$ cat src/core/ssc_pkg.sv
// Purpose: Constants for the switch status and control register pair
// Assumes: AXI4-Lite byte addresses, 32-bit data, one aligned word per register
// Notes:   Field positions, marker/merge/lock reset values and the default reset pulse length live here
//
// Overview of operation
// - Operating mode pins give a read-only 3-bit field; 0 normal, 1 with EEPROM.
// - Downstream common-clock strap captured at fundamental reset, status bit 5.
// - Upstream common-clock strap captured at fundamental reset, status bit 6.
// - Master serial-bus slow-mode strap captured at fundamental reset, status bit 7.
// - Reference clock mode strap captured at fundamental reset, status bit 8.
// - Reset-halt strap captured at fundamental reset, status bit 9.
// - Three port-pair merge straps captured into bits 12 to 14, reset zero.
// - Live upstream lock state in bits 22:20; zero unlocked, N locked port N.
// - Four-bit software marker, read-write, reset zero, survives hot reset.
// - Writing one to control bit 0 starts fundamental reset; zero does nothing.
// - Control bit 0 always reads as zero.
// - Write response for the triggering write goes out before reset starts.
// - While reset-halt control bit is set, switch logic stays in reset.
package ssc_pkg;
    localparam logic [11:0] SWITCH_STATUS_OFS  = 12'h400;
    localparam logic [11:0] SWITCH_CONTROL_OFS = 12'h404;

    // Status field positions
    localparam int MODE_LSB        = 0;
    localparam int MODE_W          = 3;
    localparam int CCLK_DS_BIT     = 5;
    localparam int CCLK_US_BIT     = 6;
    localparam int MSER_SLOW_BIT   = 7;
    localparam int REFCLK_MODE_BIT = 8;
    localparam int RST_HALT_BIT    = 9;
    localparam int MERGE_LSB       = 12;
    localparam int MERGE_W         = 3;
    localparam int LOCK_LSB        = 20;
    localparam int LOCK_W          = 3;
    localparam int MARKER_LSB      = 28;
    localparam int MARKER_W        = 4;

    // Control field positions
    localparam int FUNDAMENTAL_RESET_TRIGGER_TRIG_BIT   = 0;
    localparam int HALT_CTL_BIT    = 2;

    // Reset values
    localparam logic [MARKER_W-1:0] MARKER_RST = 4'h0;
    localparam logic [MERGE_W-1:0]  MERGE_RST  = 3'h0;
    localparam logic [LOCK_W-1:0]   LOCK_RST   = 3'h0;

    // Strap vector layout: mode, five single straps, merges
    localparam int STRAP_W = 11;

    // Self-initiated fundamental reset pulse length
    localparam int FUNDAMENTAL_RESET_TRIGGER_CYCLES = 16;

    localparam logic [1:0] RESP_OKAY   = 2'h0;
    localparam logic [1:0] RESP_SLVERR = 2'h2;
endpackage

$ cat src/core/ssc_regs.sv
// Purpose: Switch status and control registers behind an AXI4-Lite slave
// Assumes: Straps are asynchronous pins; lock state is from this clock domain
// Notes:   A self fundamental reset re-captures straps and clears sticky state
//
// Local design decision: the AXI4-Lite interface to the registers.
`timescale 1ns/1ns
`default_nettype none
module ssc_regs
    import ssc_pkg::*;
#(
    parameter int ADDR_W   = 12,
    parameter int FUNDAMENTAL_RESET_TRIGGER_LEN = FUNDAMENTAL_RESET_TRIGGER_CYCLES
) (
    input  wire logic              i_clk,           // 250 MHz clock
    input  wire logic              i_rstn,          // Fundamental reset, low
    input  wire logic [2:0]        i_mode_pins,     // Operating mode pins
    input  wire logic              i_cclk_ds,       // Downstream common clock
    input  wire logic              i_cclk_us,       // Upstream common clock
    input  wire logic              i_mser_slow,     // Master serial slow mode
    input  wire logic              i_refclk_mode,   // Reference clock mode
    input  wire logic              i_rst_halt,      // Reset halt strap
    input  wire logic [2:0]        i_merge,         // Merge 0/1, 2/3, 4/5
    input  wire logic [2:0]        i_lock_state,    // Live upstream lock
    input  wire logic [ADDR_W-1:0] i_awaddr,        // Write address
    input  wire logic              i_awvalid,       // Write address valid
    output logic                   o_awready,       // Write address ready
    input  wire logic [31:0]       i_wdata,         // Write data
    input  wire logic [3:0]        i_wstrb,         // Write strobes
    input  wire logic              i_wvalid,        // Write data valid
    output logic                   o_wready,        // Write data ready
    output logic [1:0]             o_bresp,         // Write response
    output logic                   o_bvalid,        // Write response valid
    input  wire logic              i_bready,        // Write response ready
    input  wire logic [ADDR_W-1:0] i_araddr,        // Read address
    input  wire logic              i_arvalid,       // Read address valid
    output logic                   o_arready,       // Read address ready
    output logic [31:0]            o_rdata,         // Read data
    output logic [1:0]             o_rresp,         // Read response
    output logic                   o_rvalid,        // Read data valid
    input  wire logic              i_rready,        // Read data ready
    output logic                   o_fund_reset,    // Self fundamental reset
    output logic                   o_core_halt      // Hold switch logic
);

    initial begin
        if (ADDR_W < 11 || ADDR_W > 32) begin
            $error("ssc_regs: ADDR_W must be 11 to 32");
        end
        if (FUNDAMENTAL_RESET_TRIGGER_LEN < 1 || FUNDAMENTAL_RESET_TRIGGER_LEN > 65535) begin
            $error("ssc_regs: FUNDAMENTAL_RESET_TRIGGER_LEN must be 1 to 65535");
        end
    end

    // ------------------------------------------------------------
    // Strap synchronisers
    // ------------------------------------------------------------
    logic [STRAP_W-1:0] strap_pin;
    logic [STRAP_W-1:0] strap_s1;
    logic [STRAP_W-1:0] strap_s2;
    logic [STRAP_W-1:0] strap_s3;
    logic [STRAP_W-1:0] strap_flt;

    assign strap_pin = {i_merge, i_rst_halt, i_refclk_mode, i_mser_slow,
                        i_cclk_us, i_cclk_ds, i_mode_pins};

    // Free running so pins settle while reset is held
    genvar g;
    generate
        for (g = 0; g < STRAP_W; g++) begin : g_sync
            always_ff @(posedge i_clk) begin
                strap_s1[g] <= strap_pin[g];
                strap_s2[g] <= strap_s1[g];
                strap_s3[g] <= strap_s2[g];
                if (strap_s2[g] == strap_s3[g]) begin
                    strap_flt[g] <= strap_s3[g];
                end
            end
        end
    endgenerate

    // ------------------------------------------------------------
    // Fundamental reset tracking
    // ------------------------------------------------------------
    logic        fundamental_reset_trigger_busy;
    logic [15:0] fundamental_reset_trigger_cnt;
    logic        fundamental_reset_trigger_pend;
    logic        in_fundamental_reset_trigger;
    logic        in_fundamental_reset_trigger_q;
    logic        capture;
    logic        b_done;
    logic        wr_go;
    logic        wr_hit_ctl;
    logic        wr_hit_sts;
    logic [31:0] i_wdata_q;
    logic [3:0]  i_wstrb_q;
    logic [1:0]  settle;
    logic        strap_ok;

    assign in_fundamental_reset_trigger  = fundamental_reset_trigger_busy;
    assign strap_ok = settle == 2'h3;
    assign capture  = in_fundamental_reset_trigger_q && !in_fundamental_reset_trigger && strap_ok;

    // Capture waits until the strap filter holds settled values
    always_ff @(posedge i_clk) begin
        if (!i_rstn) begin
            settle <= 2'h0;
        end else if (!strap_ok) begin
            settle <= settle + 2'h1;
        end
    end

    always_ff @(posedge i_clk) begin
        if (!i_rstn) begin
            in_fundamental_reset_trigger_q <= 1'b1;
        end else if (!in_fundamental_reset_trigger_q || strap_ok) begin
            in_fundamental_reset_trigger_q <= in_fundamental_reset_trigger;
        end
    end

    // Trigger waits for its own write response
    always_ff @(posedge i_clk) begin
        if (!i_rstn) begin
            fundamental_reset_trigger_pend <= 1'b0;
        end else if (wr_go && wr_hit_ctl && i_wstrb_q[0]
                     && i_wdata_q[FUNDAMENTAL_RESET_TRIGGER_TRIG_BIT]) begin
            fundamental_reset_trigger_pend <= 1'b1;
        end else if (b_done) begin
            fundamental_reset_trigger_pend <= 1'b0;
        end
    end

    always_ff @(posedge i_clk) begin
        if (!i_rstn) begin
            fundamental_reset_trigger_busy <= 1'b0;
            fundamental_reset_trigger_cnt  <= 16'h0000;
        end else if (fundamental_reset_trigger_pend && b_done) begin
            fundamental_reset_trigger_busy <= 1'b1;
            fundamental_reset_trigger_cnt  <= 16'(FUNDAMENTAL_RESET_TRIGGER_LEN - 1);
        end else if (fundamental_reset_trigger_busy) begin
            if (fundamental_reset_trigger_cnt == 16'h0000) begin
                fundamental_reset_trigger_busy <= 1'b0;
            end else begin
                fundamental_reset_trigger_cnt <= fundamental_reset_trigger_cnt - 16'h0001;
            end
        end
    end

    always_ff @(posedge i_clk) begin
        if (!i_rstn) begin
            o_fund_reset <= 1'b0;
        end else begin
            o_fund_reset <= (fundamental_reset_trigger_pend && b_done) || (fundamental_reset_trigger_busy && fundamental_reset_trigger_cnt != 16'h0000);
        end
    end

    // ------------------------------------------------------------
    // Captured straps
    // ------------------------------------------------------------
    logic [MODE_W-1:0]  mode_fld;
    logic [4:0]         single_fld;
    logic [MERGE_W-1:0] merge_fld;

    always_ff @(posedge i_clk) begin
        if (!i_rstn) begin
            mode_fld   <= 3'h0;
            single_fld <= 5'h00;
            merge_fld  <= MERGE_RST;
        end else if (capture) begin
            mode_fld   <= strap_flt[2:0];
            single_fld <= strap_flt[7:3];
            merge_fld  <= strap_flt[10:8];
        end
    end

    // ------------------------------------------------------------
    // Writable state and registered lock input
    // ------------------------------------------------------------
    logic [MARKER_W-1:0] marker;
    logic [LOCK_W-1:0]   lock_q;

    always_ff @(posedge i_clk) begin
        if (!i_rstn || in_fundamental_reset_trigger) begin
            marker <= MARKER_RST;
        end else if (wr_go && wr_hit_sts && i_wstrb_q[3]) begin
            marker <= i_wdata_q[MARKER_LSB +: MARKER_W];
        end
    end

    // Halt control loads from the strap at the end of fundamental reset
    always_ff @(posedge i_clk) begin
        if (!i_rstn) begin
            o_core_halt <= 1'b0;
        end else if (capture) begin
            o_core_halt <= strap_flt[7];
        end else if (wr_go && wr_hit_ctl && i_wstrb_q[0]) begin
            o_core_halt <= i_wdata_q[HALT_CTL_BIT];
        end
    end

    always_ff @(posedge i_clk) begin
        if (!i_rstn) begin
            lock_q <= LOCK_RST;
        end else begin
            lock_q <= i_lock_state;
        end
    end

    // ------------------------------------------------------------
    // AXI4-Lite write channel
    // ------------------------------------------------------------
    logic [ADDR_W-1:0] awaddr_q;
    logic              aw_have;
    logic              w_have;

    assign wr_go      = aw_have && w_have && !o_bvalid;
    assign wr_hit_sts = awaddr_q == ADDR_W'(SWITCH_STATUS_OFS);
    assign wr_hit_ctl = awaddr_q == ADDR_W'(SWITCH_CONTROL_OFS);
    assign b_done     = o_bvalid && i_bready;

    always_ff @(posedge i_clk) begin
        if (!i_rstn) begin
            aw_have   <= 1'b0;
            o_awready <= 1'b1;
            awaddr_q  <= '0;
        end else if (o_awready && i_awvalid) begin
            aw_have   <= 1'b1;
            o_awready <= 1'b0;
            awaddr_q  <= i_awaddr;
        end else if (b_done) begin
            aw_have   <= 1'b0;
            o_awready <= 1'b1;
        end
    end

    always_ff @(posedge i_clk) begin
        if (!i_rstn) begin
            w_have    <= 1'b0;
            o_wready  <= 1'b1;
            i_wdata_q <= 32'h00000000;
            i_wstrb_q <= 4'h0;
        end else if (o_wready && i_wvalid) begin
            w_have    <= 1'b1;
            o_wready  <= 1'b0;
            i_wdata_q <= i_wdata;
            i_wstrb_q <= i_wstrb;
        end else if (b_done) begin
            w_have    <= 1'b0;
            o_wready  <= 1'b1;
        end
    end

    always_ff @(posedge i_clk) begin
        if (!i_rstn) begin
            o_bvalid <= 1'b0;
            o_bresp  <= RESP_OKAY;
        end else if (wr_go) begin
            o_bvalid <= 1'b1;
            o_bresp  <= (wr_hit_sts || wr_hit_ctl) ? RESP_OKAY : RESP_SLVERR;
        end else if (b_done) begin
            o_bvalid <= 1'b0;
        end
    end

    // ------------------------------------------------------------
    // AXI4-Lite read channel
    // ------------------------------------------------------------
    logic [31:0] sts_word;
    logic [31:0] ctl_word;

    always_comb begin
        sts_word = 32'h00000000;
        sts_word[MODE_LSB +: MODE_W]     = mode_fld;
        sts_word[CCLK_DS_BIT]            = single_fld[0];
        sts_word[CCLK_US_BIT]            = single_fld[1];
        sts_word[MSER_SLOW_BIT]          = single_fld[2];
        sts_word[REFCLK_MODE_BIT]        = single_fld[3];
        sts_word[RST_HALT_BIT]           = single_fld[4];
        sts_word[MERGE_LSB +: MERGE_W]   = merge_fld;
        sts_word[LOCK_LSB +: LOCK_W]     = lock_q;
        sts_word[MARKER_LSB +: MARKER_W] = marker;
    end

    always_comb begin
        ctl_word = 32'h00000000;
        ctl_word[FUNDAMENTAL_RESET_TRIGGER_TRIG_BIT] = 1'b0;
        ctl_word[HALT_CTL_BIT]  = o_core_halt;
    end

    always_ff @(posedge i_clk) begin
        if (!i_rstn) begin
            o_arready <= 1'b1;
            o_rvalid  <= 1'b0;
            o_rdata   <= 32'h00000000;
            o_rresp   <= RESP_OKAY;
        end else if (o_arready && i_arvalid) begin
            o_arready <= 1'b0;
            o_rvalid  <= 1'b1;
            if (i_araddr == ADDR_W'(SWITCH_STATUS_OFS)) begin
                o_rdata <= sts_word;
                o_rresp <= RESP_OKAY;
            end else if (i_araddr == ADDR_W'(SWITCH_CONTROL_OFS)) begin
                o_rdata <= ctl_word;
                o_rresp <= RESP_OKAY;
            end else begin
                o_rdata <= 32'h00000000;
                o_rresp <= RESP_SLVERR;
            end
        end else if (o_rvalid && i_rready) begin
            o_rvalid  <= 1'b0;
            o_arready <= 1'b1;
        end
    end

endmodule
`default_nettype wire

$ cat config.mk
export PLATFORM = sky130hd
export DESIGN_NAME = ssc_regs
export DESIGN_NICKNAME = d
export VERILOG_FILES = /design/src/core/ssc_pkg.sv /design/src/core/ssc_regs.sv
export SDC_FILE = /design/constraint.sdc
export NUM_CORES = 1
export LEC_CHECK = 0
export ABC_AREA = 1
export BUFFER_PORTS_ARGS = -buffer_cell sky130_fd_sc_hd__buf_2
export CAP_MARGIN = 25
export CORE_ASPECT_RATIO = 0.5
export CORE_MARGIN = 8
export CORE_UTILIZATION = 48
export CTS_CLUSTER_SIZE = 24
export DETAILED_ROUTE_END_ITERATION = 8
export GPL_TIMING_DRIVEN = 0
export PLACE_DENSITY_LB_ADDON = 0.12
export SETUP_SLACK_MARGIN = 0.02
export SLEW_MARGIN = 30
export SYNTH_ARGS = -nofsm -noshare
export SYNTH_HDL_FRONTEND = slang
export SYNTH_SLANG_ARGS = --single-unit
$ cat constraint.sdc
create_clock -name i_clk -period 1.6 [get_ports i_clk]
set_clock_uncertainty 0.05 [all_clocks]
set_input_delay 0.32 -clock i_clk [delete_from_list [all_inputs] [get_ports i_clk]]
set_output_delay 0.32 -clock i_clk [all_outputs]
set_load 0.1 [all_outputs]
==> flow_metrics.env, run 1 <==
export IMPL_outcome="finished clean"
export IMPL_clk_path_buf_depth=2
export IMPL_wl_met1_um=5033
export IMPL_multiInputGateArea_um2=1963
export IMPL_ys_flop_type="dfxtp_1"
export IMPL_grt_usage_pct=15.93
export IMPL_setup_viol=0
export IMPL_path_class="reg2out"
export IMPL_htree_levels=4
export IMPL_finalWirelength_um=11010
export IMPL_maxCapViolations=0
export IMPL_place_hpwl_um=7721
export IMPL_cts_sinks=131
export IMPL_insertion_delay_ns=0.41
export IMPL_ios=124
export IMPL_setup_slack_ns=0.06002
export IMPL_utilization_pct=63.70
export IMPL_powerDensity_nw_per_um2=1274
export IMPL_dieHeight_um=88.24
export IMPL_route_met3_wl_um=422
export IMPL_leakagePower_nw=2.878
export IMPL_grt_pass1_vias=3907
export IMPL_start_util_pct=49.20
export IMPL_place_area_um2=5645
export IMPL_synth_edff_count=11
export IMPL_regArea_um2=2743
export IMPL_core_area_um2=10180
export IMPL_drc=0
export IMPL_p_int_w=0.005980
export IMPL_critPathMaxStageDelay_ns=0.42
export IMPL_place_gp_congestion=0.8297
export IMPL_yosys_warnings=0
export IMPL_min_period_ns=1.540
export IMPL_synth_area_um2=5010
export IMPL_tritoncts="done"
export IMPL_path_cells="buf_2"
export IMPL_antenna_found_initial=0
export IMPL_power_switching_w=0.002286
export IMPL_yosysSeqAreaShare_pct=54.55
export IMPL_comb_power_share_pct=10.1
export IMPL_netlist_cell_type_count=30
export IMPL_cts_clk_slew_worst_paths_ns=0.06
export IMPL_die_w_um=160.5
export IMPL_worst_pin_slew_ns=0.5546
export IMPL_dp_cells=836
export IMPL_grt_max_degree=17
export IMPL_cp_arrival_ns=1.17
export IMPL_wl_per_cell_um=12.44
export IMPL_port_buffers=79
export IMPL_vias_per_cell=4.607
export IMPL_fillers=856
export IMPL_power_total_w=0.008265
export IMPL_antenna_cells=0
export IMPL_postSynth_asyncResetShare_pct=0
export IMPL_power_frac_seq_pct=43.5
export IMPL_cp_slowest_cell="buf_2"
export IMPL_syn2layout_area_growth_pct=29.47
export IMPL_ys_ff_latch=131
export IMPL_grt_pass1_wl_um=17990
export IMPL_fin_crit_sh_pct=96.25
export IMPL_clockPowerShare_pct=46.4
export IMPL_critPathCaptureType="output port"
export IMPL_start_kind="flop"
export IMPL_overflow=0
export IMPL_routed_via_count=4077
export IMPL_cp_required_ns=1.23
export IMPL_synthTopCellsByArea="dfxtp_1, nand2_1, nor2_1"
export IMPL_crit_fanout=2
export IMPL_rsz0062_at_grt="no"
export IMPL_ir_drop_mv=0.6422
export IMPL_hold_path_class="in2reg"
export IMPL_rows=26
export IMPL_hold_viol_final=0
export IMPL_cts_buffers=17
export IMPL_routed_top_layer="met4"
export IMPL_netSwitchingFraction_pct=27.65
export IMPL_syn_area_per_cell_um2=8.322
export IMPL_drt_iter0_markers=169
export IMPL_cp_num_buf_inv=1
export IMPL_fp_dieArea_um2=14160
export IMPL_slew_violations=0
export IMPL_design_area_um2=6486
export IMPL_yosysTopAreaCell="dfxtp_1"
export IMPL_fin_nets=815
export IMPL_fin_cells=885
export IMPL_dr_pass1_iters=4
export IMPL_drtAntennaViolNets=0
export IMPL_synth_top_area_share_pct=47.95
export IMPL_cpLargestDelayFamily="buffers and inverters"
export IMPL_wl_met2_um=5440
export IMPL_max_slew_margin_pct=63.03
export IMPL_cts_root_buffer="clkbuf_16"
export IMPL_synth_cells=602
export IMPL_dp_slack_ns=-0.1462
export IMPL_drive_gt1_share_pct=23.49
export IMPL_fmax_mhz=649.4
[per-stage QoR]
stage / hold slack (ns) / TNS (ns)
after floorplan: 0.2596 / 0
after global placement: 0.2609 / -1.419
after detailed placement: 0.2621 / -1.612
after CTS: 0.02682 / 0
after global routing: 0.04218 / 0
final: 0.04391 / 0
[routing by layer]
metal / global-route usage, % / vias to the layer above
met3: 5.478 / 13
met1: 18.16 / 1835
li1: - / 2159
met2: 27.84 / 70
met5: 0 / -
met4: 5.724 / 0
[Yosys cell counts, drive strengths merged (4+ instances only)]
| cell | number |
|---|---|
| o21ai | 43 |
| a21oi | 54 |
| nand2 | 125 |
| dfxtp | 120 |
| xnor2 | 12 |
| nor2 | 98 |
| nand3 | 32 |
| xor2 | 4 |
| buf | 23 |
| inv | 49 |
| clkbuf | 13 |
| edfxtp | 11 |
| nand3b | 10 |
[logic make-up (layout without fill, tap and decap cells)]
| kind of cell | Yosys count | in the layout | share of synthesized area (%) |
|---|---|---|---|
| AO/OA/AOI/OAI | 99 | 99 | 10.66 |
| XOR/XNOR | 16 | 16 | 2.797 |
| adder cells (fa/ha/maj) | 2 | 2 | 0.4994 |
| buffers and inverters | 85 | 213 | 8.192 |
| flip-flops | 131 | 131 | 54.55 |
| other | 1 | 16 | 0.07485 |
| AND/OR/NAND/NOR | 268 | 268 | 23.23 |
[registers in the layout (all words and copies together), names as in the netlist, 2 cells and up]
name,count
mode_fld,3
settle,2
i_wdata_q,6
strap_s2,11
strap_flt,11
strap_s1,11
merge_fld,3
o_rdata,18
single_fld,5
awaddr_q,12
lock_q,3
marker,4
fundamental_reset_trigger_cnt,16
strap_s3,11
i_wstrb_q,2
[power groups by stage]
stage               Combinational, W  Clock (W)  Sequential [W]
floorplan                   0.000509          0         0.00375
detailed placement          0.000790          0         0.00366
CTS                         0.000818    0.00389         0.00359
global placement            0.000774          0         0.00365
global route                0.000914    0.00407         0.00362
finish                      0.000838    0.00383         0.00360
[placed cells by master, fill, tap and decap left out, drive strengths merged]
cell type      n
edfxtp        11
bufinv         1
inv           58
nand3         32
o21ai         43
and3           1
clkinv         3
nor4           1
xor2           4
nand2        125
buf           92
nand3b        10
dlygate4sd3   11
o21bai         1
conb          16
dfxtp        120
ha             2
clkinvlp       2
nand4          1
xnor2         12
a21oi         54
clkbuf        46
o211ai         1
nor2          98
[layout make-up]
type                    instances  share of cell area [%]
inverters                      49                   2.836
clock buffers                  17                   6.559
clock inverters                15                   2.488
plain buffers                  36                   3.549
well taps                     140                   2.701
flip-flops and latches        131                   42.28
multi-input cells             401                   30.27
repair buffers                 96                   9.317
[final timing paths]
path,from,to,slack [ns],cells after the start
min reg2reg,strap_s1[0],strap_s2[0],0.28,0
max reg2reg,fundamental_reset_trigger_cnt[0],fundamental_reset_trigger_cnt[5],0.13,10
min,i_lock_state[1],lock_q[1],0.04,3
max,o_rdata[7],o_rdata[7],0.06,1
[worst register-to-register path, delay by kind of cell (launching register included)]
family	cells	cell delay [ns]
simple gates	5	0.48
fa+ha+maj	1	0.16
compound gates	1	0.05
flops	1	0.34
buf+inv	3	0.28
[what timing repair did]
action,in CTS,in global routing
hold endpoints to repair,11,0
hold buffers,11,0
endpoints found under the setup margin,30,41
pin swaps,0,3
gates resized for setup,9,29
buffers inserted,2,4
Note: power is estimated with default switching activity, not from simulation.
==> run 2: changes to the inputs <==
Settings changed: CORE_MARGIN 8 to 4.
==> run 2 against run 1 <==
  * Sequential power hardly changed
  * Clock-buffer cell count is 1 higher
  * Via count is 0.32% lower
  * Sequential cell count stayed put
  * Non-clock buffer count is 2 lower
  * Combinational power is 2% lower
  * Clock power is 1% higher
  * Routed wire length is 6.0% lower
  * Critical path depth stayed put
  * Cell area is 0.17% lower
  * First-iteration DRC count is 3.6% higher
  * Worst hold slack better by 0.0014 ns
  * Critical endpoint is now o_awready
  * Largest cell class unchanged
==> flow_metrics.env, run 2 (synthesis gave the netlist of run 1 again) <==
export IMPL_start_util_pct=49.20
export IMPL_drc=0
export IMPL_cts_buffers=17
export IMPL_fin_cells=883
export IMPL_path_class="reg2out"
export IMPL_hold_viol_final=0
export IMPL_tritoncts="done"
export IMPL_rows=26
export IMPL_grt_usage_pct=17.82
export IMPL_powerDensity_nw_per_um2=1280
export IMPL_slew_violations=0
export IMPL_antenna_found_initial=0
export IMPL_final_common_cell="nand2_1"
export IMPL_die_w_um=152.5
export IMPL_grt_max_degree=17
export IMPL_ios=124
export IMPL_cp_arrival_ns=1.17
export IMPL_insertion_delay_ns=0.41
export IMPL_power_total_w=0.008290
export IMPL_cpLargestDelayFamily="buffers and inverters"
export IMPL_port_buffers=79
export IMPL_clk_path_buf_depth=2
export IMPL_wl_per_cell_um=11.71
export IMPL_syn2layout_area_growth_pct=29.25
export IMPL_max_slew_margin_pct=62.68
export IMPL_min_period_ns=1.540
export IMPL_htree_levels=4
export IMPL_critPathCaptureType="output port"
export IMPL_multiInputGateArea_um2=1956
export IMPL_regMostFlops="o_rdata"
export IMPL_clockPowerShare_pct=46.8
export IMPL_overflow=0
export IMPL_layout_common_cells="nand2_1, dfxtp_1, nor2_1"
export IMPL_dieHeight_um=80.24
export IMPL_critPathMaxStageDelay_ns=0.42
export IMPL_drt_iter0_markers=175
export IMPL_comb_power_share_pct=9.9
export IMPL_ir_drop_mv=0.8025
export IMPL_routed_via_count=4064
export IMPL_hold_path_class="in2reg"
export IMPL_largest_register_ff_count=18
export IMPL_cts_clk_slew_worst_paths_ns=0.06
export IMPL_top_regs="o_rdata: 18 flops, fundamental_reset_trigger_cnt: 16 flops, awaddr_q: 12 flops"
export IMPL_cp_num_buf_inv=1
export IMPL_finalWirelength_um=10340
export IMPL_cp_slowest_cell="buf_2"
export IMPL_utilization_pct=63.59
export IMPL_vias_per_cell=4.602
export IMPL_drive_gt1_share_pct=23.69
export IMPL_start_kind="flop"
export IMPL_grt_pass1_wl_um=17400
export IMPL_setup_slack_ns=0.05991
export IMPL_rsz0062_at_grt="no"
export IMPL_cp_required_ns=1.23
export IMPL_fillers=873
export IMPL_fin_nets=813
export IMPL_grt_pass1_vias=3816
export IMPL_regArea_um2=2744
export IMPL_dp_slack_ns=-0.1337
export IMPL_netSwitchingFraction_pct=26.39
export IMPL_leakagePower_nw=2.865
export IMPL_cts_root_buffer="clkbuf_16"
export IMPL_setup_viol=0
export IMPL_core_area_um2=10180
export IMPL_dr_pass1_iters=4
export IMPL_place_hpwl_um=7376
export IMPL_crit_fanout=3
export IMPL_fmax_mhz=649.3
export IMPL_dp_cells=836
export IMPL_worst_pin_slew_ns=0.5599
export IMPL_path_cells="buf_2"
export IMPL_cts_sinks=131
export IMPL_antenna_cells=0
export IMPL_fin_crit_sh_pct=96.26
export IMPL_maxCapViolations=0
export IMPL_power_frac_seq_pct=43.3
export IMPL_outcome="finished clean"
export IMPL_fp_dieArea_um2=12240
export IMPL_power_switching_w=0.002188
export IMPL_place_gp_congestion=0.8170
export IMPL_p_int_w=0.006102
export IMPL_drtAntennaViolNets=0
## run 2: changes by cell type in the layout (fill, tap and decap cells not counted), sizes merged
| cell | change |
|---|---|
| buf | -1 |
| inv | -1 |
| clkinv | -1 |
| bufinv | +1 |
## run 2: what timing repair did
item / CTS / global route
pin swaps: 0 / 1
hold buffers: 11 / 0
resized for setup: 9 / 30
endpoints found under the setup margin: 23 / 40
setup buffers: 2 / 2
hold endpoints to repair: 11 / 0
## run 2: worst paths after layout
kind / startpoint / to / slack, ns / cells after the start
worst max-delay path: o_awready / o_awready / 0.06 / 1
worst min-delay path: i_lock_state[2] / lock_q[2] / 0.05 / 3
worst max register to register: fundamental_reset_trigger_cnt[1] / fundamental_reset_trigger_cnt[6] / 0.12 / 10
worst min register to register: strap_s1[8] / strap_s2[8] / 0.28 / 0
## run 2: final cells by class
class,count,area share [%]
sequential,131,42.38
buffer,36,3.517
timing repair buffer,94,9.101
clock inverter,14,2.589
inverter,49,2.879
multi-input combinational,401,30.20
tap,140,2.705
clock buffer,18,6.628
## run 2: metal layers
metal  part of all wire, %  GRT usage (%)  vias to the layer above  wire [um]
li1                      -              -                     2157          -
met1                    47          21.17                     1836       4860
met2                    48          30.49                       62       4982
met3                   3.9          6.351                        9        408
met4                  0.90          6.044                        0         93
met5                     0              0                        -          0
## run 2: through the flow
| step | hold slack (ns) | area, um^2 | TNS (ns) |
|---|---|---|---|
| after floorplan | 0.2596 | 5075 | 0 |
| after global placement | 0.2611 | 5645 | -1.319 |
| after detailed placement | 0.2621 | 5645 | -1.496 |
| after CTS | 0.02293 | 6395 | 0 |
| after global routing | 0.03237 | 6475 | 0 |
| final | 0.04536 | 6475 | 0 |
## run 2: power by group through the flow
stage | registers (W) | clock network [W] | logic [W]
after global routing | 0.00361 | 0.00413 | 0.000910
final | 0.00359 | 0.00388 | 0.000821
after floorplan | 0.00375 | 0 | 0.000509
after global placement | 0.00365 | 0 | 0.000774
after detailed placement | 0.00366 | 0 | 0.000788
after CTS | 0.00359 | 0.00396 | 0.000814
